--- src/rtl/flash_host_consts.vh ---
// Purpose: constants for the boot-sector flash host controller
// Assumes: 20 MHz clock, 50 ns period
// Notes:   command cycle addresses and codes are parameters of the top
`ifndef FLASH_HOST_CONSTS_VH
`define FLASH_HOST_CONSTS_VH
`define ADDR_W          17
`define DATA_W          8
`define CLK_PERIOD_NS   50
`define WR_PULSE_NS     100
`define WR_PULSE_CYC    ((`WR_PULSE_NS + `CLK_PERIOD_NS - 1) / `CLK_PERIOD_NS)
`define RD_ACCESS_NS    100
`define RD_ACCESS_CYC   ((`RD_ACCESS_NS + `CLK_PERIOD_NS - 1) / `CLK_PERIOD_NS)
`define RST_PULSE_NS    500
`define RST_PULSE_CYC   ((`RST_PULSE_NS + `CLK_PERIOD_NS - 1) / `CLK_PERIOD_NS)
`define POLL_BIT        7
`define TOGGLE_BIT      6
`define ERASED_BYTE     8'hFF
`define OP_READ         3'h0
`define OP_PROGRAM      3'h1
`define OP_CHIP_ERASE   3'h2
`define OP_SECT_ERASE   3'h3
`define OP_SUSPEND      3'h4
`define OP_RESUME       3'h5
`define OP_BYPASS_ON    3'h6
`define OP_BYPASS_OFF   3'h7
`endif

--- src/rtl/bus_cycle.v ---
// Purpose: one read or write cycle on the flash pins
// Assumes: strobes are active low, counts in whole clocks
// Notes:   output enable drops at least two cycles before data drive to avoid contention
`include "flash_host_consts.vh"
module bus_cycle
(
   input  wire                 clock,
   input  wire                 sys_rst,
   input  wire                 start,
   input  wire                 write,
   input  wire [`ADDR_W-1:0]   addr,
   input  wire [`DATA_W-1:0]   wdata,
   input  wire [`DATA_W-1:0]   data_in_sync,
   output reg                  done_q,
   output reg  [`DATA_W-1:0]   rdata_q,
   output reg  [`ADDR_W-1:0]   addr_q,
   output reg  [`DATA_W-1:0]   data_out_q,
   output reg                  data_oe_q,
   output reg                  chip_sel_n_q,
   output reg                  write_n_q,
   output reg                  out_en_n_q
);
   localparam S_IDLE = 2'h0;
   localparam S_SETUP = 2'h1;
   localparam S_PULSE = 2'h2;
   localparam S_END = 2'h3;
   localparam [31:0] WR_CNT = `WR_PULSE_CYC;
   // Two extra clocks cover the data input synchroniser
   localparam [31:0] RD_CNT = `RD_ACCESS_CYC + 2;
   reg [1:0] state_q;
   reg [3:0] cnt_q;
   reg       wr_q;
   always @(posedge clock)
   begin
      done_q <= 1'b0;
      if (sys_rst)
      begin
         state_q      <= S_IDLE;
         cnt_q        <= 4'h0;
         wr_q         <= 1'b0;
         rdata_q      <= 8'h00;
         addr_q       <= 17'h00000;
         data_out_q   <= 8'h00;
         data_oe_q    <= 1'b0;
         chip_sel_n_q <= 1'b1;
         write_n_q    <= 1'b1;
         out_en_n_q   <= 1'b1;
      end
      else
      begin
         case (state_q)
            S_IDLE:
               if (start)
               begin
                  addr_q       <= addr;
                  wr_q         <= write;
                  data_out_q   <= wdata;
                  data_oe_q    <= write;
                  chip_sel_n_q <= 1'b0;
                  state_q      <= S_SETUP;
               end
            S_SETUP:
            begin
               write_n_q  <= ~wr_q;
               out_en_n_q <= wr_q;
               cnt_q      <= wr_q ? WR_CNT[3:0] : RD_CNT[3:0];
               state_q    <= S_PULSE;
            end
            S_PULSE:
               if (cnt_q <= 4'h1)
               begin
                  rdata_q    <= data_in_sync;
                  write_n_q  <= 1'b1;
                  out_en_n_q <= 1'b1;
                  state_q    <= S_END;
               end
               else
                  cnt_q <= cnt_q - 4'h1;
            S_END:
            begin
               // Hold data one cycle past the write strobe rise
               data_oe_q    <= 1'b0;
               chip_sel_n_q <= 1'b1;
               done_q       <= 1'b1;
               state_q      <= S_IDLE;
            end
            default:
               state_q <= S_IDLE;
         endcase
      end
   end
endmodule

--- src/rtl/flash_host.v ---
// Purpose: host controller issuing command sequences to a boot-sector flash
// Assumes: flash data returns through two synchroniser flops
// Notes:   completion is detected by toggle-bit polling; no timeout
`include "flash_host_consts.vh"
// How it works
// - Every command is sent as ordinary write cycles on the pins.
// - Byte program uses two writes in bypass mode, four otherwise.
// - Host polls toggle_status_bit until two reads agree.
// - Host drives separate active-low strobes without data contention.
module flash_host
#(
   parameter [16:0] UNLOCK_ADDR1 = 17'h00555,
   parameter [16:0] UNLOCK_ADDR2 = 17'h002AA,
   parameter [7:0]  UNLOCK_DATA1 = 8'hAA,
   parameter [7:0]  UNLOCK_DATA2 = 8'h55,
   parameter [7:0]  CMD_PROGRAM  = 8'hA0,
   parameter [7:0]  CMD_ERASE    = 8'h80,
   parameter [7:0]  CMD_CHIP     = 8'h10,
   parameter [7:0]  CMD_SECTOR   = 8'h30,
   parameter [7:0]  CMD_SUSPEND  = 8'hB0,
   parameter [7:0]  CMD_RESUME   = 8'h30,
   parameter [7:0]  CMD_BYPASS   = 8'h20,
   parameter [7:0]  CMD_BYP_EXIT = 8'h90,
   parameter [7:0]  CMD_RESET    = 8'h00
)
(
   input  wire                 clock,
   input  wire                 sys_rst,
   input  wire                 req,
   input  wire [2:0]           op,
   input  wire [`ADDR_W-1:0]   req_addr,
   input  wire [`DATA_W-1:0]   req_data,
   input  wire                 hw_reset_req,
   output reg                  busy_q,
   output reg                  done_q,
   output reg  [`DATA_W-1:0]   rd_data_q,
   output reg                  bypass_q,
   output wire [`ADDR_W-1:0]   flash_addr,
   input  wire [`DATA_W-1:0]   data_lines_in,
   output wire [`DATA_W-1:0]   data_lines_out,
   output wire                 data_lines_oe,
   output wire                 chip_sel_n,
   output wire                 write_n,
   output wire                 out_en_n,
   output reg                  flash_reset_n_q
);
   localparam S_IDLE = 3'h0;
   localparam S_CMD = 3'h1;
   localparam S_WAIT = 3'h2;
   localparam S_POLL = 3'h3;
   localparam S_RST = 3'h4;
   localparam S_FIN = 3'h5;
   localparam [31:0] RST_CNT = `RST_PULSE_CYC;
   reg  [2:0]          state_q;
   reg  [2:0]          op_q;
   reg  [`ADDR_W-1:0]  addr_q;
   reg  [`DATA_W-1:0]  data_q;
   reg  [2:0]          step_q;
   reg  [2:0]          nsteps_q;
   reg                 polling_q;
   reg                 have_prev_q;
   reg                 prev_tog_q;
   reg  [4:0]          rst_cnt_q;
   reg  [`DATA_W-1:0]  sync1_q;
   reg  [`DATA_W-1:0]  sync2_q;
   reg                 cyc_start_q;
   reg                 cyc_write_q;
   reg  [`ADDR_W-1:0]  cyc_addr_q;
   reg  [`DATA_W-1:0]  cyc_data_q;
   wire                cyc_done;
   wire [`DATA_W-1:0]  cyc_rdata;
   // Write sequence lookup: index = step within a command, plus two for bypass program
   function [24:0] seq_word;
      input [2:0]         o;
      input [2:0]         s;
      input               byp;
      input [`ADDR_W-1:0] a;
      input [`DATA_W-1:0] d;
      reg   [2:0]         k;
      begin
         k = s;
         if (o == `OP_PROGRAM && byp)
            k = s + 3'h2;
         case (k)
            3'h0:    seq_word = {UNLOCK_ADDR1, UNLOCK_DATA1};
            3'h1:    seq_word = {UNLOCK_ADDR2, UNLOCK_DATA2};
            3'h2:    seq_word = {UNLOCK_ADDR1, (o == `OP_PROGRAM) ? CMD_PROGRAM :
                                 (o == `OP_BYPASS_ON) ? CMD_BYPASS : CMD_ERASE};
            3'h3:    seq_word = (o == `OP_PROGRAM) ? {a, d} : {UNLOCK_ADDR1, UNLOCK_DATA1};
            3'h4:    seq_word = {UNLOCK_ADDR2, UNLOCK_DATA2};
            default: seq_word = (o == `OP_CHIP_ERASE) ? {UNLOCK_ADDR1, CMD_CHIP} :
                                {a, CMD_SECTOR};
         endcase
      end
   endfunction
   // Single-write commands bypass the unlock pair
   function [24:0] single_word;
      input [2:0]         o;
      input [`ADDR_W-1:0] a;
      begin
         case (o)
            `OP_SUSPEND:    single_word = {a, CMD_SUSPEND};
            `OP_RESUME:     single_word = {a, CMD_RESUME};
            `OP_BYPASS_OFF: single_word = {a, CMD_BYP_EXIT};
            default:        single_word = {a, CMD_RESET};
         endcase
      end
   endfunction
   function [2:0] step_count;
      input [2:0] o;
      input       byp;
      begin
         case (o)
            `OP_PROGRAM:    step_count = byp ? 3'h2 : 3'h4;
            `OP_CHIP_ERASE: step_count = 3'h6;
            `OP_SECT_ERASE: step_count = 3'h6;
            `OP_BYPASS_ON:  step_count = 3'h3;
            `OP_BYPASS_OFF: step_count = 3'h2;
            default:        step_count = 3'h1;
         endcase
      end
   endfunction
   wire [24:0] word_now = (op_q == `OP_SUSPEND || op_q == `OP_RESUME) ?
                          single_word(op_q, addr_q) :
                          (op_q == `OP_BYPASS_OFF) ?
                          (step_q == 3'h0 ? {addr_q, CMD_BYP_EXIT} : {addr_q, CMD_RESET}) :
                          seq_word(op_q, step_q, bypass_q, addr_q, data_q);
   bus_cycle u_cycle
   (
      .clock        (clock),
      .sys_rst      (sys_rst),
      .start        (cyc_start_q),
      .write        (cyc_write_q),
      .addr         (cyc_addr_q),
      .wdata        (cyc_data_q),
      .data_in_sync (sync2_q),
      .done_q       (cyc_done),
      .rdata_q      (cyc_rdata),
      .addr_q       (flash_addr),
      .data_out_q   (data_lines_out),
      .data_oe_q    (data_lines_oe),
      .chip_sel_n_q (chip_sel_n),
      .write_n_q    (write_n),
      .out_en_n_q   (out_en_n)
   );
   always @(posedge clock)
   begin
      sync1_q <= data_lines_in;
      sync2_q <= sync1_q;
      cyc_start_q <= 1'b0;
      done_q <= 1'b0;
      if (sys_rst)
      begin
         state_q         <= S_IDLE;
         op_q            <= `OP_READ;
         addr_q          <= 17'h00000;
         data_q          <= 8'h00;
         step_q          <= 3'h0;
         nsteps_q        <= 3'h0;
         polling_q       <= 1'b0;
         have_prev_q     <= 1'b0;
         prev_tog_q      <= 1'b0;
         rst_cnt_q       <= 5'h00;
         cyc_write_q     <= 1'b0;
         cyc_addr_q      <= 17'h00000;
         cyc_data_q      <= 8'h00;
         busy_q          <= 1'b0;
         rd_data_q       <= `ERASED_BYTE;
         bypass_q        <= 1'b0;
         flash_reset_n_q <= 1'b1;
      end
      else
      begin
         case (state_q)
            S_IDLE:
               if (hw_reset_req)
               begin
                  flash_reset_n_q <= 1'b0;
                  rst_cnt_q       <= RST_CNT[4:0];
                  busy_q          <= 1'b1;
                  state_q         <= S_RST;
               end
               else if (req)
               begin
                  op_q     <= op;
                  addr_q   <= req_addr;
                  data_q   <= req_data;
                  step_q   <= 3'h0;
                  nsteps_q <= step_count(op, bypass_q);
                  busy_q   <= 1'b1;
                  state_q  <= S_CMD;
               end
            S_CMD:
            begin
               cyc_start_q <= 1'b1;
               if (op_q == `OP_READ)
               begin
                  cyc_write_q <= 1'b0;
                  cyc_addr_q  <= addr_q;
               end
               else
               begin
                  cyc_write_q <= 1'b1;
                  cyc_addr_q  <= word_now[24:8];
                  cyc_data_q  <= word_now[7:0];
               end
               state_q <= S_WAIT;
            end
            S_WAIT:
               if (cyc_done)
               begin
                  if (polling_q)
                  begin
                     // Toggle stops when the internal algorithm ends
                     if (have_prev_q && prev_tog_q == cyc_rdata[`TOGGLE_BIT])
                     begin
                        polling_q <= 1'b0;
                        rd_data_q <= cyc_rdata;
                        state_q   <= S_FIN;
                     end
                     else
                     begin
                        have_prev_q <= 1'b1;
                        prev_tog_q  <= cyc_rdata[`TOGGLE_BIT];
                        state_q     <= S_POLL;
                     end
                  end
                  else if (op_q == `OP_READ)
                  begin
                     rd_data_q <= cyc_rdata;
                     state_q   <= S_FIN;
                  end
                  else if (step_q + 3'h1 < nsteps_q)
                  begin
                     step_q  <= step_q + 3'h1;
                     state_q <= S_CMD;
                  end
                  else if (op_q == `OP_PROGRAM || op_q == `OP_CHIP_ERASE ||
                           op_q == `OP_SECT_ERASE)
                  begin
                     polling_q   <= 1'b1;
                     have_prev_q <= 1'b0;
                     state_q     <= S_POLL;
                  end
                  else
                  begin
                     if (op_q == `OP_BYPASS_ON)
                        bypass_q <= 1'b1;
                     if (op_q == `OP_BYPASS_OFF)
                        bypass_q <= 1'b0;
                     state_q <= S_FIN;
                  end
               end
            S_POLL:
            begin
               cyc_start_q <= 1'b1;
               cyc_write_q <= 1'b0;
               cyc_addr_q  <= addr_q;
               state_q     <= S_WAIT;
            end
            S_RST:
               if (rst_cnt_q <= 5'h01)
               begin
                  flash_reset_n_q <= 1'b1;
                  bypass_q        <= 1'b0;
                  state_q         <= S_FIN;
               end
               else
                  rst_cnt_q <= rst_cnt_q - 5'h01;
            S_FIN:
            begin
               busy_q  <= 1'b0;
               done_q  <= 1'b1;
               state_q <= S_IDLE;
            end
            default:
               state_q <= S_IDLE;
         endcase
      end
   end
endmodule

--- config.mk ---
export PLATFORM = sky130hd
export DESIGN_NAME = flash_host
export DESIGN_NICKNAME = d
export VERILOG_FILES = /design/src/rtl/bus_cycle.v /design/src/rtl/flash_host.v
export VERILOG_INCLUDE_DIRS = /design/src /design/src/rtl
export SDC_FILE = /design/constraint.sdc
export NUM_CORES = 1
export LEC_CHECK = 0
export BUFFER_PORTS_ARGS = -buffer_cell sky130_fd_sc_hd__buf_2
export CAP_MARGIN = 20
export CORE_UTILIZATION = 55
export DETAILED_ROUTE_END_ITERATION = 10
export HOLD_SLACK_MARGIN = 0.1
export PLACE_DENSITY = 0.77
export SKIP_CTS_REPAIR_TIMING = 1
export SLEW_MARGIN = 20
export SYNTH_ARGS = -nofsm -noshare
export SYNTH_HDL_FRONTEND = slang
export SYNTH_SLANG_ARGS = --single-unit
--- constraint.sdc ---
create_clock -name clock -period 3.2 [get_ports clock]
set_input_delay 0.32 -clock clock [delete_from_list [all_inputs] [get_ports clock]]
set_output_delay 0.32 -clock clock [all_outputs]
set_load 0.05 [all_outputs]
# Word level (Yosys, flattened, before mapping)
# Index checks and enable logic that the tools add are counted.
[word_totals]
register_bits = 145
out_inout_bits = 41
elab_cells = 208
[classes]
n_addsub = 4
magnitude_cmp = 3
n_eq_ne = 45
n_mux = 80
bitwise_logic = 4
reduce_logical = 40
[ops]
columns = ["cell", "n"]
rows = [
  ["25-bit 2-to-1 mux", 4],
  ["25-bit case mux with 4 select lines", 1],
  ["3-bit 2-to-1 mux", 18],
  ["8-bit 2-to-1 mux", 6],
  ["17-bit case mux with 2 select lines", 1],
  ["2-bit inequality test (second input constant)", 15],
  ["1-bit 2-to-1 mux", 29],
  ["3-bit equality test (second input constant)", 9],
  ["3-bit by 2-bit equality test with 1-bit output (second input constant)", 8],
  ["3-bit case mux with 4 select lines", 2],
  ["8-bit case mux with 3 select lines", 1],
  ["2-bit AND reduction", 9],
  ["2-bit nonzero test", 9],
  ["17-bit 2-to-1 mux", 1],
  ["1-bit case mux with 2 select lines", 8],
  ["3-bit by 1-bit equality test with 1-bit output (second input constant)", 4],
  ["3-bit logical NOT", 4],
  ["3-bit AND reduction", 4],
  ["5-bit 2-to-1 mux", 2],
  ["5-bit case mux with 2 select lines", 1],
  ["2-bit case mux with 4 select lines", 1],
  ["4-bit case mux with 2 select lines", 1],
  ["4-bit AND reduction", 2],
  ["8-bit AND reduction", 1],
  ["other kinds (22)", 35],
]

# Longest topological paths before layout
# Gate-level depths: netlist of run 1.
[depth]
ltp_word = 10
ltp_mapped = 9
mapped_depth_nobuf = 8

# Hierarchy
# A second synthesis of run 1 with hierarchy kept.
[hier_totals]
hier_cells = 728
area_unflattened_um2 = 6132.1
[modules_own_cells]
columns = ["mod", "instances", "cells_each", "area_per_inst_um2", "seq_area_each_um2"]
rows = [
  ["flash_host", 1, 516, 4320.4, 2001.9],
  ["bus_cycle", 1, 212, 1811.7, 900.9],
]

# Least setup slack after synthesis of run 1
# Ideal clock, no wire load.
[synth_path]
kind = "reg-to-reg"
from = "register step_q[0]"
to = "register state_q[1]"
t_arrival_ns = 2.066
required_ns = 3.085
setup_slack_ns = 1.020
path_stages_with_launch = 9
n_path_buf = 1
path_cell_list = "dfxtp_1 -> buf_2 -> inv_1 -> ha_1 -> ha_1 -> nand2_1 -> o21ai_0 -> a21oi_1 -> a2111oi_0"
[synth_between]
elab_chain_cells = 7
[synth_rtl]
columns = ["element", "line_no", "text"]
rows = [
  ["from (decl)", "flash_host.v:58", "reg [2:0] step_q;"],
  ["from (signal assigned)", "flash_host.v:235", "step_q <= step_q + 3'h1;"],
  ["3-bit by 1-bit adder with 3-bit output", "flash_host.v:233", "else if (step_q + 3'h1 < nsteps_q)"],
  ["3-bit < comparator", "flash_host.v:233", ""],
  ["3-bit 2-to-1 mux", "flash_host.v:233", ""],
  ["3-bit 2-to-1 mux", "flash_host.v:228", "else if (op_q == `OP_READ)"],
  ["3-bit 2-to-1 mux", "flash_host.v:212", "if (polling_q)"],
  ["3-bit 2-to-1 mux", "flash_host.v:210", "if (cyc_done)"],
  ["3-bit case mux with 4 select lines", "flash_host.v:174", "case (state_q)"],
  ["to (signal assigned)", "flash_host.v:181", "state_q <= S_RST;"],
  ["to (signal assigned)", "flash_host.v:219", "state_q <= S_FIN;"],
  ["to (signal assigned)", "flash_host.v:231", "state_q <= S_FIN;"],
  ["to (decl)", "flash_host.v:54", "reg [2:0] state_q;"],
]
# No other way between the ends. The select of a mux whose other input is x is not followed.
# A chain may end at the register's enable or synchronous reset.

# Worst setup path in the final report of run 1
[layout_path]
from = "register step_q[1]"
to = "register state_q[1]"
# Same word-level chain as after synthesis.

==> flow_summary.ini, run 1 <==
[final_layout]
areaGrowthSynthToFinish_pct = 22.0
insertedDiodeCount = 0
final_core_util = 0.690
drive_gt1_frac = 0.154
finish.net_count = 884
cell_area_after_layout_mm2 = 0.00748

[synthesis]
synthesis.area_mm2 = 0.00613
synth.lib_cells_used.distinct = 59
synth_top_cell_by_area = dfxtp_1
synth-seq-area-share = 0.473
synth_enable_flop_cells = 0
ys_seq_elements = 145
yosysMostFrequentCell = nand2_1
synth.net_count = 789
synth_area_leaders = dfxtp_1 (47%), nand2_1 (9.2%), a21oi_1 (6.9%)
synth_largest_type_area_fraction = 0.473
netlist_instances = 737
postSynthAreaPerCell_um2 = 8.32
netlist_top_cells_count = nand2_1 (151), dfxtp_1 (145), a21oi_1 (84)
synth_top_flop_cell = dfxtp_1
synthesis.yosys.warnings = 0
ys_async_sr_fraction = 0

[clocking]
ctsRootBufferMaster = clkbuf_8
numCtsBuffers = 17
cts-htree-levels = 4
cts_tree = done
clk_pin_slew_worst_paths_ns = 0.06
cts-root-to-sink-buffers = 2
worst_skew_pair.late_latency_ns = 0.53
clkSinkCount = 145

[drt]
routed-via-count = 5472
ant_nets = 0
via_per_inst = 5.56
drt-pass1-iter-count = 5
detail_route.wl_per_cell_um = 14.6
drc = 0
detailedRoute.firstIterationViolations = 376
postRouteWirelength_um = 14300

[worst_setup_path]
worstSetupEndpointType = flop
worstPathArrival_ns = 3.09
setup.reg_to_reg.worst_slack_ns = 0.52
critPathLaunchType = flop
path_max_fanout = 18
timing.critical_path.required_ns = 3.61
timing.setup.critical_path_class = flop to flop

[placed_design]
dp_hpwl_um = 9210
dpl-instance-area_mm2 = 0.00657
gp_congestion = 0.914
number_of_buffer_cells_added_on_primary_ports = 80

[floorplan]
dieArea_mm2 = 0.0116
initial_core_util = 0.566
dieWidth_um = 108
row_count = 38
design.portCount = 81
die_height_um = 108
core_region_area_mm2 = 0.0108

[pwr]
cellPowerDensity_mw_per_mm2 = 601
netSwitchingFraction = 0.281
netSwitchingPower_w = 0.00126
power.share.sequential = 0.450
cellLeakagePower_nw = 2.85
clockPowerShare = 0.408
cell_internal_pwr_w = 0.00323
p_comb_frac = 0.142
peakVddDrop_mv = 0.480

[global_routing]
grt_max_degree = 83
overflow = 0
vias_in_the_first_global_route = 4853
grt_first_pass_wirelength_um = 22700
grt_antenna_before_repair = 0
grt_usage = 0.250

[sta]
slew_viol_final = 0
tightest_slew_ns = 0.936
min_period_ns = 2.68
final.setup_skew_ns = 0.0109
max_clock_freq_ghz = 0.373
finalCritPeriodShare = 0.837
rsz0062_at_grt = false
final-setup-viol-count = 0
total_negative_slack_for_setup_checks_ns = 0
max-slew-margin-rel = 0.373
timing.final.hold_violations = 0

[job]
drv_cap = 0

[status]
outcome = finished, final reports clean

[worst_hold_path]
hold_path_class = input pin to flop
## path summary, 6_finish.rpt
path / cells after the start / startpoint / end
worst max-delay path: 7 / step_q[1] / state_q[1]
worst min-delay path: 3 / hw_reset_req / rst_cnt_q[3]
worst max register to register: 7 / step_q[1] / state_q[1]
worst min register to register: 0 / sync1_q[2] / sync2_q[2]
## per-layer routing
layer	track usage	up-vias	routed length (um)
met5	0	-	0
met4	0.0998	0	277
met3	0.0636	26	810
met2	0.403	182	6750
met1	0.318	2534	6500
li1	-	2730	-
## flip-flops by register name, indices dropped and copies added, names as in the netlist, 2 cells and up
| name | count |
|---|---|
| u_cycle.cnt_q | 4 |
| cyc_data_q | 8 |
| state_q | 3 |
| u_cycle.addr_q | 17 |
| addr_q | 17 |
| rst_cnt_q | 5 |
| u_cycle.state_q | 2 |
| cyc_addr_q | 17 |
| rd_data_q | 8 |
| u_cycle.data_out_q | 8 |
| sync2_q | 8 |
| op_q | 3 |
| u_cycle.rdata_q | 8 |
| step_q | 3 |
| sync1_q | 8 |
| data_q | 8 |
| nsteps_q | 3 |
## power by group through the flow
stage,registers (W),clock network [W],logic [W]
floorplan,0.00206,0,0.000434
global placement,0.00205,0,0.000570
detailed placement,0.00206,0,0.000593
CTS,0.00202,0.00187,0.000601
global route,0.00204,0.00195,0.000703
finish,0.00202,0.00183,0.000637
## cell families (layout without fill, tap and decap cells)
group                    Yosys count  in the layout  synth area share
buffers and inverters             69            177            0.0461
XOR/XNOR                           9              9            0.0129
multiplexers                      10             10            0.0165
adder cells (fa/ha/maj)           13             13            0.0261
flip-flops                       145            145             0.473
AND/OR/NAND/NOR                  295            295             0.225
AO/OA/AOI/OAI                    196            196             0.200
## critical path, stage by stage, from the launching register on
cell and delay (ns):
dfxtp_1 0.68, inv_1 0.16, ha_1 0.33, ha_1 0.28
nand2_1 0.09, o21ai_0 0.46, a21oi_1 0.18, a2111oi_0 0.38
## cell type report
class	instances	area, um2
inverter	22	82.6
sequential	145	2900
fill	882	3360
multi-input combinational	523	2950
tap	140	175
clock inverter	12	108
timing repair buffer	123	816
clock buffer	20	445
## through the flow
step	std cells	total power, W	hold slack, ns	setup WS (ns)
floorplan	737	0.00249	0.310	1.02
global placement	917	0.00262	0.310	0.710
detailed placement	917	0.00265	0.315	0.652
CTS	949	0.00449	-0.144	0.612
global route	985	0.00469	0.170	0.286
finish	985	0.00449	0.178	0.521
## placed cells by master (no fill, tap or decap), types with 6 or more instances in the layout
master,n
clkbuf_16,16
nand3b_1,17
o21ai_0,32
dfxtp_1,145
nand2b_1,6
nor3b_1,6
nand2_1,151
o21ai_1,7
a21oi_1,84
buf_4,8
a211oi_1,6
mux2i_1,9
buf_2,79
o21a_1,8
nor2_1,50
dlygate4sd3_1,36
nand3_1,14
nor3_1,16
o21bai_1,6
inv_1,22
ha_1,12
nor2b_1,12
o2bb2ai_1,6
a211o_1,10
(Power assumes the default switching activity.)
==> inputs of run 2 (changes only) <==
CORE_UTILIZATION = 52   (was 55)
PLACE_DENSITY = 0.76   (was 0.77)
clock period = 2.3 ns   (was 3.2 ns; I/O delays follow)
==> flow_summary.ini, run 2 (synthesis gave the netlist of run 1 again) <==
[global_routing]
overflow = 0
vias_in_the_first_global_route = 5013
grt_max_degree = 42
grt_usage = 0.235
grt_antenna_before_repair = 0
grt_first_pass_wirelength_um = 23500

[pwr]
p_comb_frac = 0.143
cell_internal_pwr_w = 0.00470
peakVddDrop_mv = 0.622
netSwitchingPower_w = 0.00180
cellLeakagePower_nw = 2.94
clockPowerShare = 0.426
cellPowerDensity_mw_per_mm2 = 851
netSwitchingFraction = 0.277
power.share.sequential = 0.431

[placed_design]
number_of_buffer_cells_added_on_primary_ports = 80
gp_congestion = 0.924
dp_slack_ns = 0.00962
dp_hpwl_um = 9680

[drt]
drt-pass1-iter-count = 6
routed-via-count = 5559
postRouteWirelength_um = 14600
via_per_inst = 5.55
ant_nets = 0
detailedRoute.firstIterationViolations = 373
drc = 0
detail_route.wl_per_cell_um = 14.6

[worst_setup_path]
timing.critical_path.required_ns = 2.59
critical_path_s_top_delay_family = compound AO/OA/AOI/OAI gates
cp_num_buf_inv = 1
timing.setup.critical_path_class = flop to flop
worstReg2RegEnd = have_prev_q
worstSetupEndpointType = flop
worst_path_most_repeated_cell = ha_1
reg2reg_depth = 7
path_max_fanout = 4
r2r-start = step_q[0]
worstPathArrival_ns = 2.33
setup.reg_to_reg.worst_slack_ns = 0.26
worstPathCellList = inv_1 -> ha_1 -> ha_1 -> nand2_1 -> o21a_1 -> o41ai_1 -> a21oi_1
critPathLaunchType = flop
crit_path_start = step_q[0]
crit_path_top_delay_cell = o41ai_1
critical_path.max_stage_delay_ns = 0.38

[floorplan]
row_count = 39
dieArea_mm2 = 0.0122
design.portCount = 81
dieWidth_um = 111
core_region_area_mm2 = 0.0115
initial_core_util = 0.535
die_height_um = 111

[sta]
tightest_slew_ns = 0.631
final.setup_skew_ns = 0.00696
max-slew-margin-rel = 0.578
timing.final.hold_violations = 0
final-setup-viol-count = 0
min_period_ns = 2.04
max_clock_freq_ghz = 0.491
finalCritPeriodShare = 0.886
rsz0062_at_grt = false
final_critical_path_setup_slack_ns = 0.263
slew_viol_final = 0
fin_hold_ws_ns = 0.0876

[final_layout]
drive_gt1_frac = 0.172
areaGrowthSynthToFinish_pct = 24.4
largest_registers = addr_q: 17 flops, cyc_addr_q: 17 flops, u_cycle.addr_q: 17 flops
layout.cells.most_common = nand2_1
multi_input_comb_area_mm2 = 0.00296
layout_common_cells = nand2_1 (151), dfxtp_1 (145), a21oi_1 (84)
final-seq-area_mm2 = 0.00290
insertedDiodeCount = 0
n_fill_cell = 904
finish.net_count = 897

[clocking]
cts-htree-levels = 4
worst_skew_pair.late_latency_ns = 0.43
cts-root-to-sink-buffers = 2
cts_tree = done
ctsRootBufferMaster = clkbuf_16
numCtsBuffers = 17
clk_pin_slew_worst_paths_ns = 0.06
clkSinkCount = 145

[job]
drv_cap = 0

[worst_hold_path]
hold_path_startpoint = op[0]
hold_path_end = op_q[0]
hold_crit_depth = 3
hold_path_class = input pin to flop

[status]
outcome = finished, final reports clean
-- run 2: cell types whose count changed in the layout (fill, tap and decap cells not counted) --
cell	change
clkbuf_8	-1
dlygate4sd3_1	-3
buf_4	+16
clkbuf_16	+1
o21ai_0	-1
clkinv_2	-3
inv_8	+1
clkinv_4	+3
bufinv_16	+1
clkinvlp_4	-1
o21ai_2	+1
clkbuf_1	-1
-- run 2: metrics by stage --
step / power [W] / setup TNS [ns] / cell area (um2) / instances / utilization
final: 0.00650 / 0 / 7630 / 1001 / 0.665
after global routing: 0.00676 / 0 / 7630 / 1001 / 0.665
after CTS: 0.00648 / -0.00911 / 7300 / 968 / 0.636
after detailed placement: 0.00372 / 0 / 6690 / 936 / 0.584
after global placement: 0.00367 / 0 / 6690 / 936 / 0.584
after floorplan: 0.00346 / 0 / 6130 / 737 / -
-- run 2: cell type report --
| class | count | area share |
|---|---|---|
| clock inverters | 13 | 0.0200 |
| repair buffers | 136 | 0.119 |
| inverters | 22 | 0.0108 |
| multi-input cells | 523 | 0.387 |
| well taps | 143 | 0.0234 |
| flip-flops and latches | 145 | 0.380 |
| clock buffers | 19 | 0.0594 |
-- run 2: power groups by stage --
stage	sequential (W)	combinational [W]	clock, W
detailed placement	0.00285	0.000870	0
floorplan	0.00286	0.000603	0
CTS	0.00280	0.000878	0.00280
global route	0.00282	0.00103	0.00291
global placement	0.00284	0.000832	0
finish	0.00280	0.000927	0.00277
-- run 2: how the worst max path moves through the flow --
stage / endpoint / slack (ns) / cells past startpoint
after global placement: state_q[1] / 0.19 / 7
after floorplan: state_q[1] / 0.12 / 8
after detailed placement: state_q[1] / 0.01 / 7
after CTS: state_q[1] / -0.009 / 7
after global routing: state_q[1] / 0.06 / 7
final: have_prev_q / 0.26 / 7
-- run 2: worst reg2reg max path: stages (launching register included) --
cell	delay [ns]
dfxtp_1	0.37
inv_1	0.11
ha_1	0.33
ha_1	0.28
nand2_1	0.10
o21a_1	0.21
o41ai_1	0.38
a21oi_1	0.13
-- run 2: per-layer routing --
layer  part of all wire  vias to the layer above  global-route usage
li1                   -                     2751                   -
met4              0.018                        0              0.0800
met2               0.47                      200               0.383
met5                  0                        -                   0
met3              0.057                       33              0.0642
met1               0.45                     2575               0.299
